`src/design/isa_port_defs.svh`:
```
// constants of the host bus decode and dma port
`ifndef ISA_PORT_DEFS_SVH
`define ISA_PORT_DEFS_SVH

// function indices
`define FN_CODEC 3'h0
`define FN_LEGACY 3'h1
`define FN_SYNTH 3'h2
`define FN_GAME 3'h3
`define FN_MIDI 3'h4
`define FN_CONTROL 3'h5
`define FN_CDROM 3'h6
`define FN_MODEM 3'h7

// log2 of each decode window
`define WIN_CODEC 4'h2
`define WIN_LEGACY 4'h4
`define WIN_SYNTH 4'h2
`define WIN_GAME 4'h0
`define WIN_MIDI 4'h1
`define WIN_CONTROL 4'h3
`define WIN_CDROM 4'h3
`define WIN_MODEM_MIN 4'h1
`define WIN_MODEM_MAX 4'h8

// codec and control decode twelve bits, the rest ten
`define FN_WIDE_MASK 8'h21
`define MASK10 12'h3ff
`define MASK12 12'hfff

// default bus dma lines of channels a, b and the third
`define DMA_MAP_A_RST 2'h0
`define DMA_MAP_B_RST 2'h1
`define DMA_MAP_C_RST 2'h3

`define FIFO_DEPTH 16
`define DATA_W 8

`endif

```
`src/design/isa_port_pkg.sv`:
```
// types of the host bus decode and dma port
package isa_port_pkg;

	typedef enum logic [1:0] {
		CH_IDLE = 2'b00,
		CH_REQ = 2'b01,
		CH_XFER = 2'b11
	} dma_state_e;

	typedef struct packed {
		logic [15:0] sa;
		logic aen;
		logic ior_n;
		logic iow_n;
		logic [3:0] dack_n;
		logic [7:0] data;
	} bus_pins_s;

	typedef struct packed {
		logic [7:0] act;
		logic [7:0][11:0] base;
		logic [11:0] cd_alt_base;
		logic [3:0] modem_win;
		logic dec16;
		logic dma_request_timing_select;
		logic [2:0][1:0] map;
	} cfg_s;

	typedef struct packed {
		logic req;
		logic to_host;
		logic [7:0] len_m1;
	} dma_req_s;

	typedef struct packed {
		logic is_dma;
		logic [2:0] idx;
		logic [7:0] offset;
		logic [7:0] data;
	} xfer_word_s;

	typedef struct packed {
		logic valid;
		logic is_dma;
		logic [2:0] idx;
		logic [7:0] offset;
	} rd_req_s;

	typedef struct packed {
		logic prev_ior_n;
		logic prev_iow_n;
		logic [7:0] data;
		logic data_oe;
		logic [3:0] drq;
		dma_state_e [2:0] ch;
		logic [2:0] ch_drq;
		logic [2:0][7:0] cnt;
		logic [2:0][7:0] len;
		logic [2:0] dir;
		logic [2:0][1:0] map;
		logic [7:0] sel;
		logic cdrom_sel;
		logic modem_sel;
		logic [2:0] periph_addr;
		rd_req_s rd;
		xfer_word_s wword;
		logic wvalid;
		logic ovr;
	} port_state_s;

endpackage : isa_port_pkg

```
`src/design/pin_sync.sv`:
```
// three-stage synchroniser for bus pins, a change counts once stages two and three agree
`timescale 1ns/100ps
module pin_sync #(
	parameter int W = 1,
	parameter logic [W-1:0] RST = '0
) (
	// clock and reset
	input wire logic clk_i,
	input wire logic rstn_i,
	// pins
	input wire logic [W-1:0] d_i,
	output logic [W-1:0] q_o
);
	typedef struct packed {
		logic [W-1:0] s1;
		logic [W-1:0] s2;
		logic [W-1:0] s3;
		logic [W-1:0] q;
	} sync_s;

	localparam sync_s SYNC_RST = '{s1: RST, s2: RST, s3: RST, q: RST};

	sync_s st_r;
	sync_s st_nxt;

	// stage one feeds stage two only
	always_comb begin
		st_nxt = st_r;
		st_nxt.s1 = d_i;
		st_nxt.s2 = st_r.s1;
		st_nxt.s3 = st_r.s2;
		st_nxt.q = (st_r.s2 ~^ st_r.s3) & st_r.s3 | (st_r.s2 ^ st_r.s3) & st_r.q;
	end

	always_ff @(posedge clk_i or negedge rstn_i) begin
		if (!rstn_i) begin
			st_r <= SYNC_RST;
		end else begin
			st_r <= st_nxt;
		end
	end

	assign q_o = st_r.q;
endmodule : pin_sync

```
`src/design/xfer_fifo.sv`:
```
// shift fifo whose head is always entry zero, so the read side is registered
`timescale 1ns/100ps
module xfer_fifo #(
	parameter int W = 20,
	parameter int DEPTH = 16
) (
	// clock and reset
	input wire logic clk_i,
	input wire logic rstn_i,
	// fill side
	input wire logic in_valid_i,
	input wire logic [W-1:0] in_data_i,
	output logic in_ready_o,
	// drain side
	output logic out_valid_o,
	output logic [W-1:0] out_data_o,
	input wire logic out_ready_i
);
	localparam int CW = $clog2(DEPTH + 1);

	typedef struct packed {
		logic [DEPTH-1:0][W-1:0] mem;
		logic [CW-1:0] cnt;
		logic full;
		logic nonempty;
	} fifo_s;

	fifo_s st_r;
	fifo_s st_nxt;
	logic push;
	logic pop;
	logic [CW-1:0] wr_idx;

	assign push = in_valid_i && !st_r.full;
	assign pop = out_ready_i && st_r.nonempty;
	assign wr_idx = st_r.cnt - CW'(pop);

	always_comb begin
		st_nxt = st_r;
		if (pop) begin
			for (int i = 0; i < DEPTH - 1; i++) begin
				st_nxt.mem[i] = st_r.mem[i + 1];
			end
		end
		for (int i = 0; i < DEPTH; i++) begin
			if (push && wr_idx == CW'(i)) begin
				st_nxt.mem[i] = in_data_i;
			end
		end
		st_nxt.cnt = st_r.cnt + CW'(push) - CW'(pop);
		st_nxt.full = st_nxt.cnt == CW'(DEPTH);
		st_nxt.nonempty = st_nxt.cnt != '0;
	end

	always_ff @(posedge clk_i or negedge rstn_i) begin
		if (!rstn_i) begin
			st_r <= '0;
		end else begin
			st_r <= st_nxt;
		end
	end

	assign in_ready_o = !st_r.full;
	assign out_valid_o = st_r.nonempty;
	assign out_data_o = st_r.mem[0];
endmodule : xfer_fifo

```
`src/design/isa_io_decode_and_dma_port.sv`:
```
// host bus i/o decode, read and write data handling and byte dma request port
`timescale 1ns/100ps
`include "isa_port_defs.svh"

module isa_io_decode_and_dma_port
	import isa_port_pkg::*;
(
	// clock and reset
	input wire logic clk_i,
	input wire logic rstn_i,
	// bus pins
	input wire logic [15:0] sa_i,
	input wire logic aen_i,
	input wire logic ior_n_i,
	input wire logic iow_n_i,
	input wire logic [3:0] dack_n_i,
	input wire logic [`DATA_W-1:0] data_i,
	output logic [`DATA_W-1:0] data_o,
	output logic data_oe_o,
	output logic [3:0] drq_o,
	// configuration
	input wire cfg_s cfg_i,
	input wire logic map_load_i,
	// function side
	input wire logic [`DATA_W-1:0] rdata_i,
	output rd_req_s rd_req_o,
	output logic [7:0] fn_sel_o,
	input wire dma_req_s [2:0] dma_req_i,
	// external peripheral port
	output logic cdrom_sel_o,
	output logic modem_sel_o,
	output logic [2:0] periph_addr_o,
	// write stream
	output logic wr_valid_o,
	output xfer_word_s wr_word_o,
	input wire logic wr_ready_i,
	output logic ovr_o
);
	localparam bus_pins_s PIN_RST = '{sa: 16'h0, aen: 1'b1, ior_n: 1'b1, iow_n: 1'b1,
		dack_n: 4'hf, data: 8'h0};
	localparam logic [7:0][3:0] WIN = {`WIN_MODEM_MIN, `WIN_CDROM, `WIN_CONTROL, `WIN_MIDI,
		`WIN_GAME, `WIN_SYNTH, `WIN_LEGACY, `WIN_CODEC};
	localparam logic [7:0] WIDE = `FN_WIDE_MASK;
	localparam port_state_s ST_RST = '{
		prev_ior_n: 1'b1,
		prev_iow_n: 1'b1,
		ch: '{CH_IDLE, CH_IDLE, CH_IDLE},
		map: {`DMA_MAP_C_RST, `DMA_MAP_B_RST, `DMA_MAP_A_RST},
		default: '0
	};

	bus_pins_s p;
	port_state_s st_r;
	port_state_s st_nxt;
	logic [7:0] hit;
	logic [3:0] dack_act;
	logic any_dack;
	logic io_ok;
	logic io_cyc;
	logic iow_rise;
	logic strb_rise;
	logic strb_fall;
	logic [2:0] grant;
	logic [2:0] last;
	logic [2:0] fn_idx;
	logic [3:0] modem_w;
	logic fifo_ready;
	logic all_idle;

	function automatic logic fn_hit(input logic [15:0] sa, input logic [11:0] base,
		input logic [3:0] w, input logic wide);
		logic [11:0] low;
		logic [11:0] mask;
		low = 12'((13'h1 << w) - 13'h1);
		mask = (wide ? `MASK12 : `MASK10) & ~low;
		fn_hit = (((sa[11:0] ^ base) & mask) == 12'h0) && (wide || sa[11:10] == 2'h0);
	endfunction : fn_hit

	// pins cross into the clock domain; address, aen and data share the strobe delay
	pin_sync #(
		.W($bits(bus_pins_s)),
		.RST(PIN_RST)
	) u_sync (
		.clk_i(clk_i),
		.rstn_i(rstn_i),
		.d_i({sa_i, aen_i, ior_n_i, iow_n_i, dack_n_i, data_i}),
		.q_o(p)
	);

	assign dack_act = ~p.dack_n;
	assign any_dack = |dack_act;
	assign io_ok = !p.aen && !any_dack;
	assign io_cyc = (|hit) && io_ok;
	assign iow_rise = !st_r.prev_iow_n && p.iow_n;
	assign strb_rise = iow_rise || (!st_r.prev_ior_n && p.ior_n);
	assign strb_fall = (st_r.prev_iow_n && !p.iow_n) || (st_r.prev_ior_n && !p.ior_n);
	assign all_idle = st_r.ch[0] == CH_IDLE && st_r.ch[1] == CH_IDLE && st_r.ch[2] == CH_IDLE;
	assign modem_w = (cfg_i.modem_win < `WIN_MODEM_MIN) ? `WIN_MODEM_MIN :
		(cfg_i.modem_win > `WIN_MODEM_MAX) ? `WIN_MODEM_MAX : cfg_i.modem_win;

	// address decode of all eight functions
	always_comb begin
		hit = 8'h0;
		for (int i = 0; i < 8; i++) begin
			hit[i] = fn_hit(p.sa, cfg_i.base[i], (i == 7) ? modem_w : WIN[i], WIDE[i]);
		end
		hit[`FN_CDROM] = hit[`FN_CDROM] ||
			fn_hit(p.sa, cfg_i.cd_alt_base, `WIN_CDROM, 1'b0);
		if (cfg_i.dec16) begin
			hit[`FN_CDROM] = 1'b0;
			hit[`FN_MODEM] = 1'b0;
			if (p.sa[15:12] != 4'h0) begin
				hit = 8'h0;
			end
		end
		hit = hit & cfg_i.act;
	end

	always_comb begin
		fn_idx = 3'h0;
		for (int i = 7; i >= 0; i--) begin
			if (hit[i]) begin
				fn_idx = 3'(i);
			end
		end
	end

	// dma channel n owns a cycle only when its own mapped line is acknowledged
	always_comb begin
		for (int c = 0; c < 3; c++) begin
			grant[c] = (st_r.ch[c] != CH_IDLE) && dack_act[st_r.map[c]];
			last[c] = st_r.cnt[c] == st_r.len[c];
		end
	end

	always_comb begin
		st_nxt = st_r;
		st_nxt.prev_ior_n = p.ior_n;
		st_nxt.prev_iow_n = p.iow_n;
		st_nxt.data_oe = 1'b0;
		st_nxt.wvalid = 1'b0;
		st_nxt.rd.valid = 1'b0;
		st_nxt.sel = io_cyc ? hit : 8'h0;
		st_nxt.cdrom_sel = io_cyc && hit[`FN_CDROM];
		st_nxt.modem_sel = io_cyc && hit[`FN_MODEM];
		if (io_cyc && (hit[`FN_CDROM] || hit[`FN_MODEM])) begin
			st_nxt.periph_addr = p.sa[2:0];
		end
		// a byte refused by a full fifo is lost; the sticky flag reports it
		if (st_r.wvalid && !fifo_ready) begin
			st_nxt.ovr = 1'b1;
		end
		if (io_cyc && !p.ior_n) begin
			st_nxt.data_oe = 1'b1;
			st_nxt.data = rdata_i;
			st_nxt.rd = '{valid: 1'b1, is_dma: 1'b0, idx: fn_idx, offset: p.sa[7:0]};
		end
		if (io_cyc && iow_rise) begin
			st_nxt.wvalid = 1'b1;
			st_nxt.wword = '{is_dma: 1'b0, idx: fn_idx, offset: p.sa[7:0], data: p.data};
		end
		for (int c = 0; c < 3; c++) begin
			unique case (st_r.ch[c])
				CH_IDLE: begin
					// playback requests wait for fifo room, which stalls the source
					if (dma_req_i[c].req && (dma_req_i[c].to_host || fifo_ready)) begin
						st_nxt.ch[c] = CH_REQ;
						st_nxt.ch_drq[c] = 1'b1;
						st_nxt.len[c] = dma_req_i[c].len_m1;
						st_nxt.dir[c] = dma_req_i[c].to_host;
						st_nxt.cnt[c] = 8'h0;
					end
				end
				CH_REQ: begin
					if (grant[c]) begin
						st_nxt.ch[c] = CH_XFER;
					end
				end
				CH_XFER: begin
				end
				default: begin
					st_nxt.ch[c] = CH_IDLE;
					st_nxt.ch_drq[c] = 1'b0;
				end
			endcase
			if (grant[c]) begin
				if (st_r.dir[c] && !p.ior_n) begin
					st_nxt.data_oe = 1'b1;
					st_nxt.data = rdata_i;
					st_nxt.rd = '{valid: 1'b1, is_dma: 1'b1, idx: 3'(c), offset: 8'h0};
				end
				if (!st_r.dir[c] && iow_rise) begin
					st_nxt.wvalid = 1'b1;
					st_nxt.wword = '{is_dma: 1'b1, idx: 3'(c), offset: 8'h0, data: p.data};
				end
				if (strb_rise) begin
					st_nxt.cnt[c] = st_r.cnt[c] + 8'h1;
					if (last[c]) begin
						st_nxt.ch[c] = CH_IDLE;
						st_nxt.ch_drq[c] = 1'b0;
					end
				end else if (strb_fall && last[c] && !cfg_i.dma_request_timing_select) begin
					st_nxt.ch_drq[c] = 1'b0;
				end
			end
		end
		// remapping while a request is open would move it between bus lines
		if (map_load_i && all_idle) begin
			st_nxt.map = cfg_i.map;
		end
		st_nxt.drq = 4'h0;
		for (int c = 0; c < 3; c++) begin
			if (st_nxt.ch_drq[c]) begin
				st_nxt.drq[st_nxt.map[c]] = 1'b1;
			end
		end
	end

	always_ff @(posedge clk_i or negedge rstn_i) begin
		if (!rstn_i) begin
			st_r <= ST_RST;
		end else begin
			st_r <= st_nxt;
		end
	end

	xfer_fifo #(
		.W($bits(xfer_word_s)),
		.DEPTH(`FIFO_DEPTH)
	) u_fifo (
		.clk_i(clk_i),
		.rstn_i(rstn_i),
		.in_valid_i(st_r.wvalid),
		.in_data_i(st_r.wword),
		.in_ready_o(fifo_ready),
		.out_valid_o(wr_valid_o),
		.out_data_o(wr_word_o),
		.out_ready_i(wr_ready_i)
	);

	assign data_o = st_r.data;
	assign data_oe_o = st_r.data_oe;
	assign drq_o = st_r.drq;
	assign rd_req_o = st_r.rd;
	assign fn_sel_o = st_r.sel;
	assign cdrom_sel_o = st_r.cdrom_sel;
	assign modem_sel_o = st_r.modem_sel;
	assign periph_addr_o = st_r.periph_addr;
	assign ovr_o = st_r.ovr;
endmodule : isa_io_decode_and_dma_port

```
`config.mk`:
```
export PLATFORM = sky130hd
export DESIGN_NAME = isa_io_decode_and_dma_port
export DESIGN_NICKNAME = d
export VERILOG_FILES = /design/src/design/isa_port_pkg.sv /design/src/design/pin_sync.sv /design/src/design/xfer_fifo.sv /design/src/design/isa_io_decode_and_dma_port.sv
export VERILOG_INCLUDE_DIRS = /design/src /design/src/design
export SDC_FILE = /design/constraint.sdc
export NUM_CORES = 1
export LEC_CHECK = 0
export ABC_AREA = 1
export BUFFER_PORTS_ARGS = -buffer_cell sky130_fd_sc_hd__buf_4
export CAP_MARGIN = 5
export CORE_MARGIN = 1
export CORE_UTILIZATION = 58
export CTS_CLUSTER_DIAMETER = 120
export DETAILED_ROUTE_END_ITERATION = 10
export GPL_TIMING_DRIVEN = 0
export HOLD_SLACK_MARGIN = 0.06
export PLACE_DENSITY_LB_ADDON = 0.08
export SLEW_MARGIN = 20
export SYNTH_ARGS = -nofsm -noshare
export SYNTH_HDL_FRONTEND = slang
export SYNTH_SLANG_ARGS = --single-unit
```
`constraint.sdc`:
```
create_clock -name clk_i -period 8.6 [get_ports clk_i]
set_clock_uncertainty 0.15 [all_clocks]
set_input_delay 0.86 -clock clk_i [delete_from_list [all_inputs] [get_ports clk_i]]
set_output_delay 0.86 -clock clk_i [all_outputs]
set_load 0.05 [all_outputs]
```
# Word-level counts from Yosys, hierarchy flattened
# Index checks and enable logic that the tools add are counted.
dict set report word_totals {
  inputBits 201
  out_inout_bits 61
  wordCells 354
  reg_bits 580
}
dict set report op_classes {
  order_cmp 11
  n_reduce_logical 121
  n_eq_ne 25
  muxes 111
  n_addsub 7
  n_bitwise 20
  shift 1
}
# operator n
set ops {}
lappend ops {{$mux 20} 15}
lappend ops {{$mux 300} 1}
lappend ops {{$mux 8} 14}
lappend ops {{$logic_not 12->1} 9}
lappend ops {{$mux 34} 3}
lappend ops {{$mux 21} 4}
lappend ops {{$mux 9} 7}
lappend ops {{$and 31x31->31} 2}
lappend ops {{$logic_and 1x1->1} 61}
lappend ops {{$xor 10x10->10} 6}
lappend ops {{$mux 13} 4}
lappend ops {{$eq 5x4->1 const B} 8}
lappend ops {{$reduce_bool 2->1} 18}
lappend ops {{$xor 12x12->12} 3}
lappend ops {{$or 31x31->31} 1}
lappend ops {{$xnor 31x31->31} 1}
lappend ops {{$xor 31x31->31} 1}
lappend ops {{$mux 2} 15}
lappend ops {{$add 8x1->8 const B} 3}
lappend ops {{$eq 8x8->1} 3}
lappend ops {{$mux 3} 8}
lappend ops {{$mux 1} 21}
lappend ops {{$eq 5x3->1 const B} 4}
lappend ops {{$mux 4} 5}
lappend ops {{other kinds (33)} 79}

# Logic depth before layout (Yosys ltp)
dict set report depth {
  word_depth 26
  mapped_depth 20
  depth_no_buf 20
}

# Hierarchy
# From an unflattened synthesis, not the netlist that was laid out.
dict set report hier_totals {
  hier_cells 3803
  hier_area_um2 29186.7
}
# mod area_per_inst_um2 cells_each n_inst
set modules_own_cells {}
lappend modules_own_cells {xfer_fifo 17553.1 2520 1}
lappend modules_own_cells {isa_io_decode_and_dma_port 7526.0 1004 1}
lappend modules_own_cells {pin_sync 4107.7 279 1}

# Worst setup path before layout
# OpenSTA, ideal clock, no wires.
dict set report synth_path {
  kind {input to register}
  startpoint {input wr_ready_i}
  endpoint {register u_fifo.st_r[227] in the netlist's numbering}
  path_buffers 3
  path_stages 13
  required_ns 8.312
  setup_time_ns 0.138
  arrival_ns 3.306
  path_slack_ns 5.006
  path_cell_list {nand2_1 > inv_1 > clkbuf_1 > clkbuf_1 > ha_1 > inv_1 > ha_1 > inv_1 > nor4_1 > nand2_1 > clkbuf_1 > nand3_1 > o211ai_1}
}
dict set report synth_between {
  elab_chain_len 5
  elab_cells_between_ends 6
  classes_between {1 x add/sub; 1 x eq/ne; 1 x mux; 3 x reduce/logical}
}
# element line_no
set synth_lines {}
lappend synth_lines {{start, declared} isa_io_decode_and_dma_port.sv:36} ;# input wire logic wr_ready_i,
lappend synth_lines {{$logic_and 1x1->1 (*)} xfer_fifo.sv:35} ;# assign pop = out_ready_i && st_r.nonempty;
lappend synth_lines {{$sub 5x1->5} xfer_fifo.sv:36} ;# assign wr_idx = st_r.cnt - CW'(pop);
lappend synth_lines {{$eq 5x4->1} xfer_fifo.sv:46} ;# if (push && wr_idx == CW'(i)) begin
lappend synth_lines {{$logic_and 1x1->1} xfer_fifo.sv:46}
lappend synth_lines {{$mux 20 / $reduce_bool 2->1 (equally long branches)} n/a}
lappend synth_lines {{end signal, assigned} xfer_fifo.sv:59} ;# st_r <= st_nxt;
lappend synth_lines {{end, declared} xfer_fifo.sv:28} ;# fifo_s st_r;
# Mark *: on every way between the ends. The rest lies on a longest branch, timed or not.
# A chain may end at the register's enable or synchronous reset.

# Worst setup path in the final report
dict set report layout_path {
  startpoint {register u_fifo.st_r (netlist bit u_fifo.out_valid_o)}
  endpoint {register u_fifo.st_r (netlist bit u_fifo.out_data_o[16])}
}
dict set report layout_between {
  elab_chain_len 5
  elab_cells_between_ends 6
  classes_between {1 x add/sub; 1 x mux; 4 x reduce/logical}
}
# element line_no
set layout_lines {}
lappend layout_lines {{$logic_and 1x1->1 (*)} xfer_fifo.sv:35}
lappend layout_lines {{$sub 5x1->5} xfer_fifo.sv:36}
lappend layout_lines {{$logic_not 5->1} xfer_fifo.sv:46}
lappend layout_lines {{$logic_and 1x1->1} xfer_fifo.sv:46}
lappend layout_lines {{$mux 20 / $reduce_bool 2->1 (equally long branches)} n/a}
# Marked as above.

==> impl_metrics.csv <==
group,metric,value,unit
worst_setup_path,critical_path_required,8.92,ns
power,leakagePower,14.1,nW
floorplan,fp.dieW,215,µm
sta,period_minus_slack,4.93,ns
grt,overflow,0,
worst_setup_path,path_class,"register to register",
drt,drtIter0Drc,2336,
sta,hold_viol,0,
drt,vias_per_cell,5.94,
grt,first_global_vias,22200,
status,status,"complete, no violations",
placed_design,dp_slack,3.28,ns
synthesis,ys_types,53,
synthesis,synth_top_family_by_area,"simple AND/OR/NAND/NOR gates",
power,ir_drop,0.000209,V
grt,grt_max_degree,98,
worst_setup_path,startpoint_type,"register",
synthesis,synth_edf_count,0,
final_layout,final_layout_size_suffix_gt1_frac,0.155,
synthesis,synth_fa_ha_area_frac,0.0212,
cts,worstSkewPairLatency,0.62,ns
worst_setup_path,rr_endpoint,"u_fifo.out_data_o[16]",
synthesis,synth_top_area_share,0.517,
cts,cts_sinks,577,
cts,htreeDepth,2,
drt,drcViolationCount,0,
placed_design,port_buffers,228,
min_path,whs_path_depth,0,
sta,post-route-worst-setup-slack,3.67,ns
synthesis,synth-warning-count,0,
synthesis,synth_seq_area_share,0.550,
sta,relSlewSlack,0.222,
worst_setup_path,setup.worst_path.start,"u_fifo.out_valid_o",
worst_setup_path,r2r_start,"u_fifo.out_valid_o",
synthesis,syn_area,26300,µm²
synthesis,synth_fp_nets,3019,
synthesis,synthArstFlopShare,1.00,
floorplan,io_pins,262,
flow_run,maxCapViolCount,0,
placed_design,dp_hpwl,52600,µm
worst_setup_path,arrival,5.25,ns
final_layout,diodes,0,
drt,first_pass_iters,6,
cts,path_clk_slew,0.06,ns
synthesis,synth_flop_cell,"dfrtp_1",
synthesis,muxShareOfSynthArea,0.000760,
sta,setup_viol,0,
floorplan,start_util,0.592,
floorplan,die_y,215,µm
worst_setup_path,ff2ff_path_depth,13,
worst_setup_path,rrSetupSlack,3.67,ns
final_layout,fin_area,31000,µm²
drt,routed_wl,73600,µm
cts,cts_tree,"done",
floorplan,core_area,44500,µm²
cts,clockBufferDepth,3,
sta,worstMarginPinSlew,1.16,ns
min_path,min-delay-path-class,"register to register",
grt,antenna_found_initial,0,
sta,slew_viol_final,0,
synthesis,synth_top_cell_by_area,"dfrtp_1",
synthesis,yosys.area_share.simple,0.202,
sta,rsz0062_at_grt,"no",
drt,routedWlPerCell,19.8,µm
sta,finalSetupTns,0,ns
power,fin_total_pwr,8.34,mW
sta,period_share,0.574,
final_layout,final_nets,3314,
synthesis,synth.avg_cell_area,9.50,µm²
synthesis,netlist_instances,2774,
floorplan,core.rowCount,77,
drt,num_vias,22000,
cts,root_buffer,"clkbuf_16",
min_path,min_from,"u_sync.st_nxt[87]",
final_layout,final_util,0.697,
final_layout,final_cell_mix,"nand3_1 (631), dfrtp_1 (544), nand2_1 (335), o211ai_1 (302), buf_4 (290)",
synthesis,synth_xor_area_frac,0.0166,
final_layout,final_common_cell,"nand3_1",
grt,track_usage,0.322,
placed_design,dpl_cell_area,29000,µm²
worst_setup_path,worstPathMaxFanout,10,
grt,grt_pass1_wl,118000,µm
placed_design,gp_congestion,0.905,
power,cellPowerDensity,269,nW/µm²
synthesis,yosys_register_bits,577,
cts,cts_buffers,58,
worst_setup_path,worst_setup_path_end_kind,"register",
floorplan,die-area,46300,µm²
final_layout,syn_to_final_growth,17.8,%
min_path,min_to,"u_sync.st_nxt[56]",
drt,postRouteAntennaNets,0,
synthesis,synth_compound_area_frac,0.132,
sta,fmax,203,MHz
synthesis,synth_area_leaders,"dfrtp_1 (52%), nand3_1 (12%), o211ai_1 (8.6%)",
metal layers:
layer  track usage  wire (µm)
met5             0          0
met4         0.138       3110
met3        0.0408       4500
met2         0.540      35700
met1         0.423      30200
metrics by stage:
step                cells  hold WS, ns
finish               3709        0.197
detailed placement   3600        0.185
floorplan            2774        0.181
global route         3709        0.176
CTS                  3709        0.168
global placement     3594        0.182
registers in the layout (all words and copies together) (netlist names), 3 cells and up:
name,flops
data_o,8
drq_o,4
fn_sel_o,7
periph_addr_o,3
rd_req_o,12
st_r,89
u_fifo.out_data_o,20
u_fifo.st_r,306
u_sync.q_o,31
u_sync.st_nxt,62
u_sync.st_r,31
cells in the mapped netlist (all sizes together) (7+ instances only):
library cell,n
nor3,19
o22ai,15
nand4,18
xnor2,31
dfstp,33
inv,206
nand2,339
or2,13
a21o,33
nor4,8
ha,43
o31ai,7
a21oi,33
nand3,635
o21ai,94
nor2,98
buf,85
xor2,19
o211ai,302
dfrtp,544
clkbuf,172
critical path: stages (launching register included):
cell and delay [ns]:
dfrtp_1 0.35, nand2_1 0.17, inv_1 0.23, clkbuf_1 0.36, clkbuf_1 0.58, ha_1 0.35, ha_1 0.21, nand2_1 0.09
xnor2_1 0.19, nor4_1 0.90, nand2_1 0.57, clkbuf_1 0.34, nand3_1 0.17, o211ai_1 0.12
cells by family after synthesis:
kind of cell	Yosys count
AND/OR/NAND/NOR	1141
multiplexers	2
AO/OA/AOI/OAI	494
flip-flops	577
adder cells (fa/ha/maj)	44
XOR/XNOR	50
other	1
buffers and inverters	465
area by class of cell:
| type | count | area, µm² |
|---|---|---|
| repair buffers | 235 | 1890 |
| multi-input cells | 1732 | 9820 |
| plain buffers | 257 | 1250 |
| inverters | 208 | 793 |
| clock buffers | 89 | 1800 |
| fillers | 3490 | 13500 |
| well taps | 592 | 741 |
| clock inverters | 19 | 241 |
| flip-flops and latches | 577 | 14500 |
worst max-delay path by stage:
stage,end,cells past startpoint
final,u_fifo.out_data_o[16],13
after floorplan,u_fifo.st_r[227],13
after global placement,st_r[76],1
after detailed placement,u_fifo.out_data_o[15],14
after global routing,u_fifo.out_data_o[16],13
after CTS,u_fifo.out_data_o[15],13
what timing repair did:
action / 4_1_cts / 5_1_grt
hold buffers: 1 / 0
gates resized for setup: 0 / 0
setup buffers: 0 / 0
endpoints found under the hold margin: 27 / 0
where the power goes:
part	total [mW]	internal (mW)	switching (mW)
Combinational	2.07	0.743	1.33
Clock	2.69	1.60	1.09
Sequential	3.58	3.23	0.354
Power figures use the tool's default switching activity.
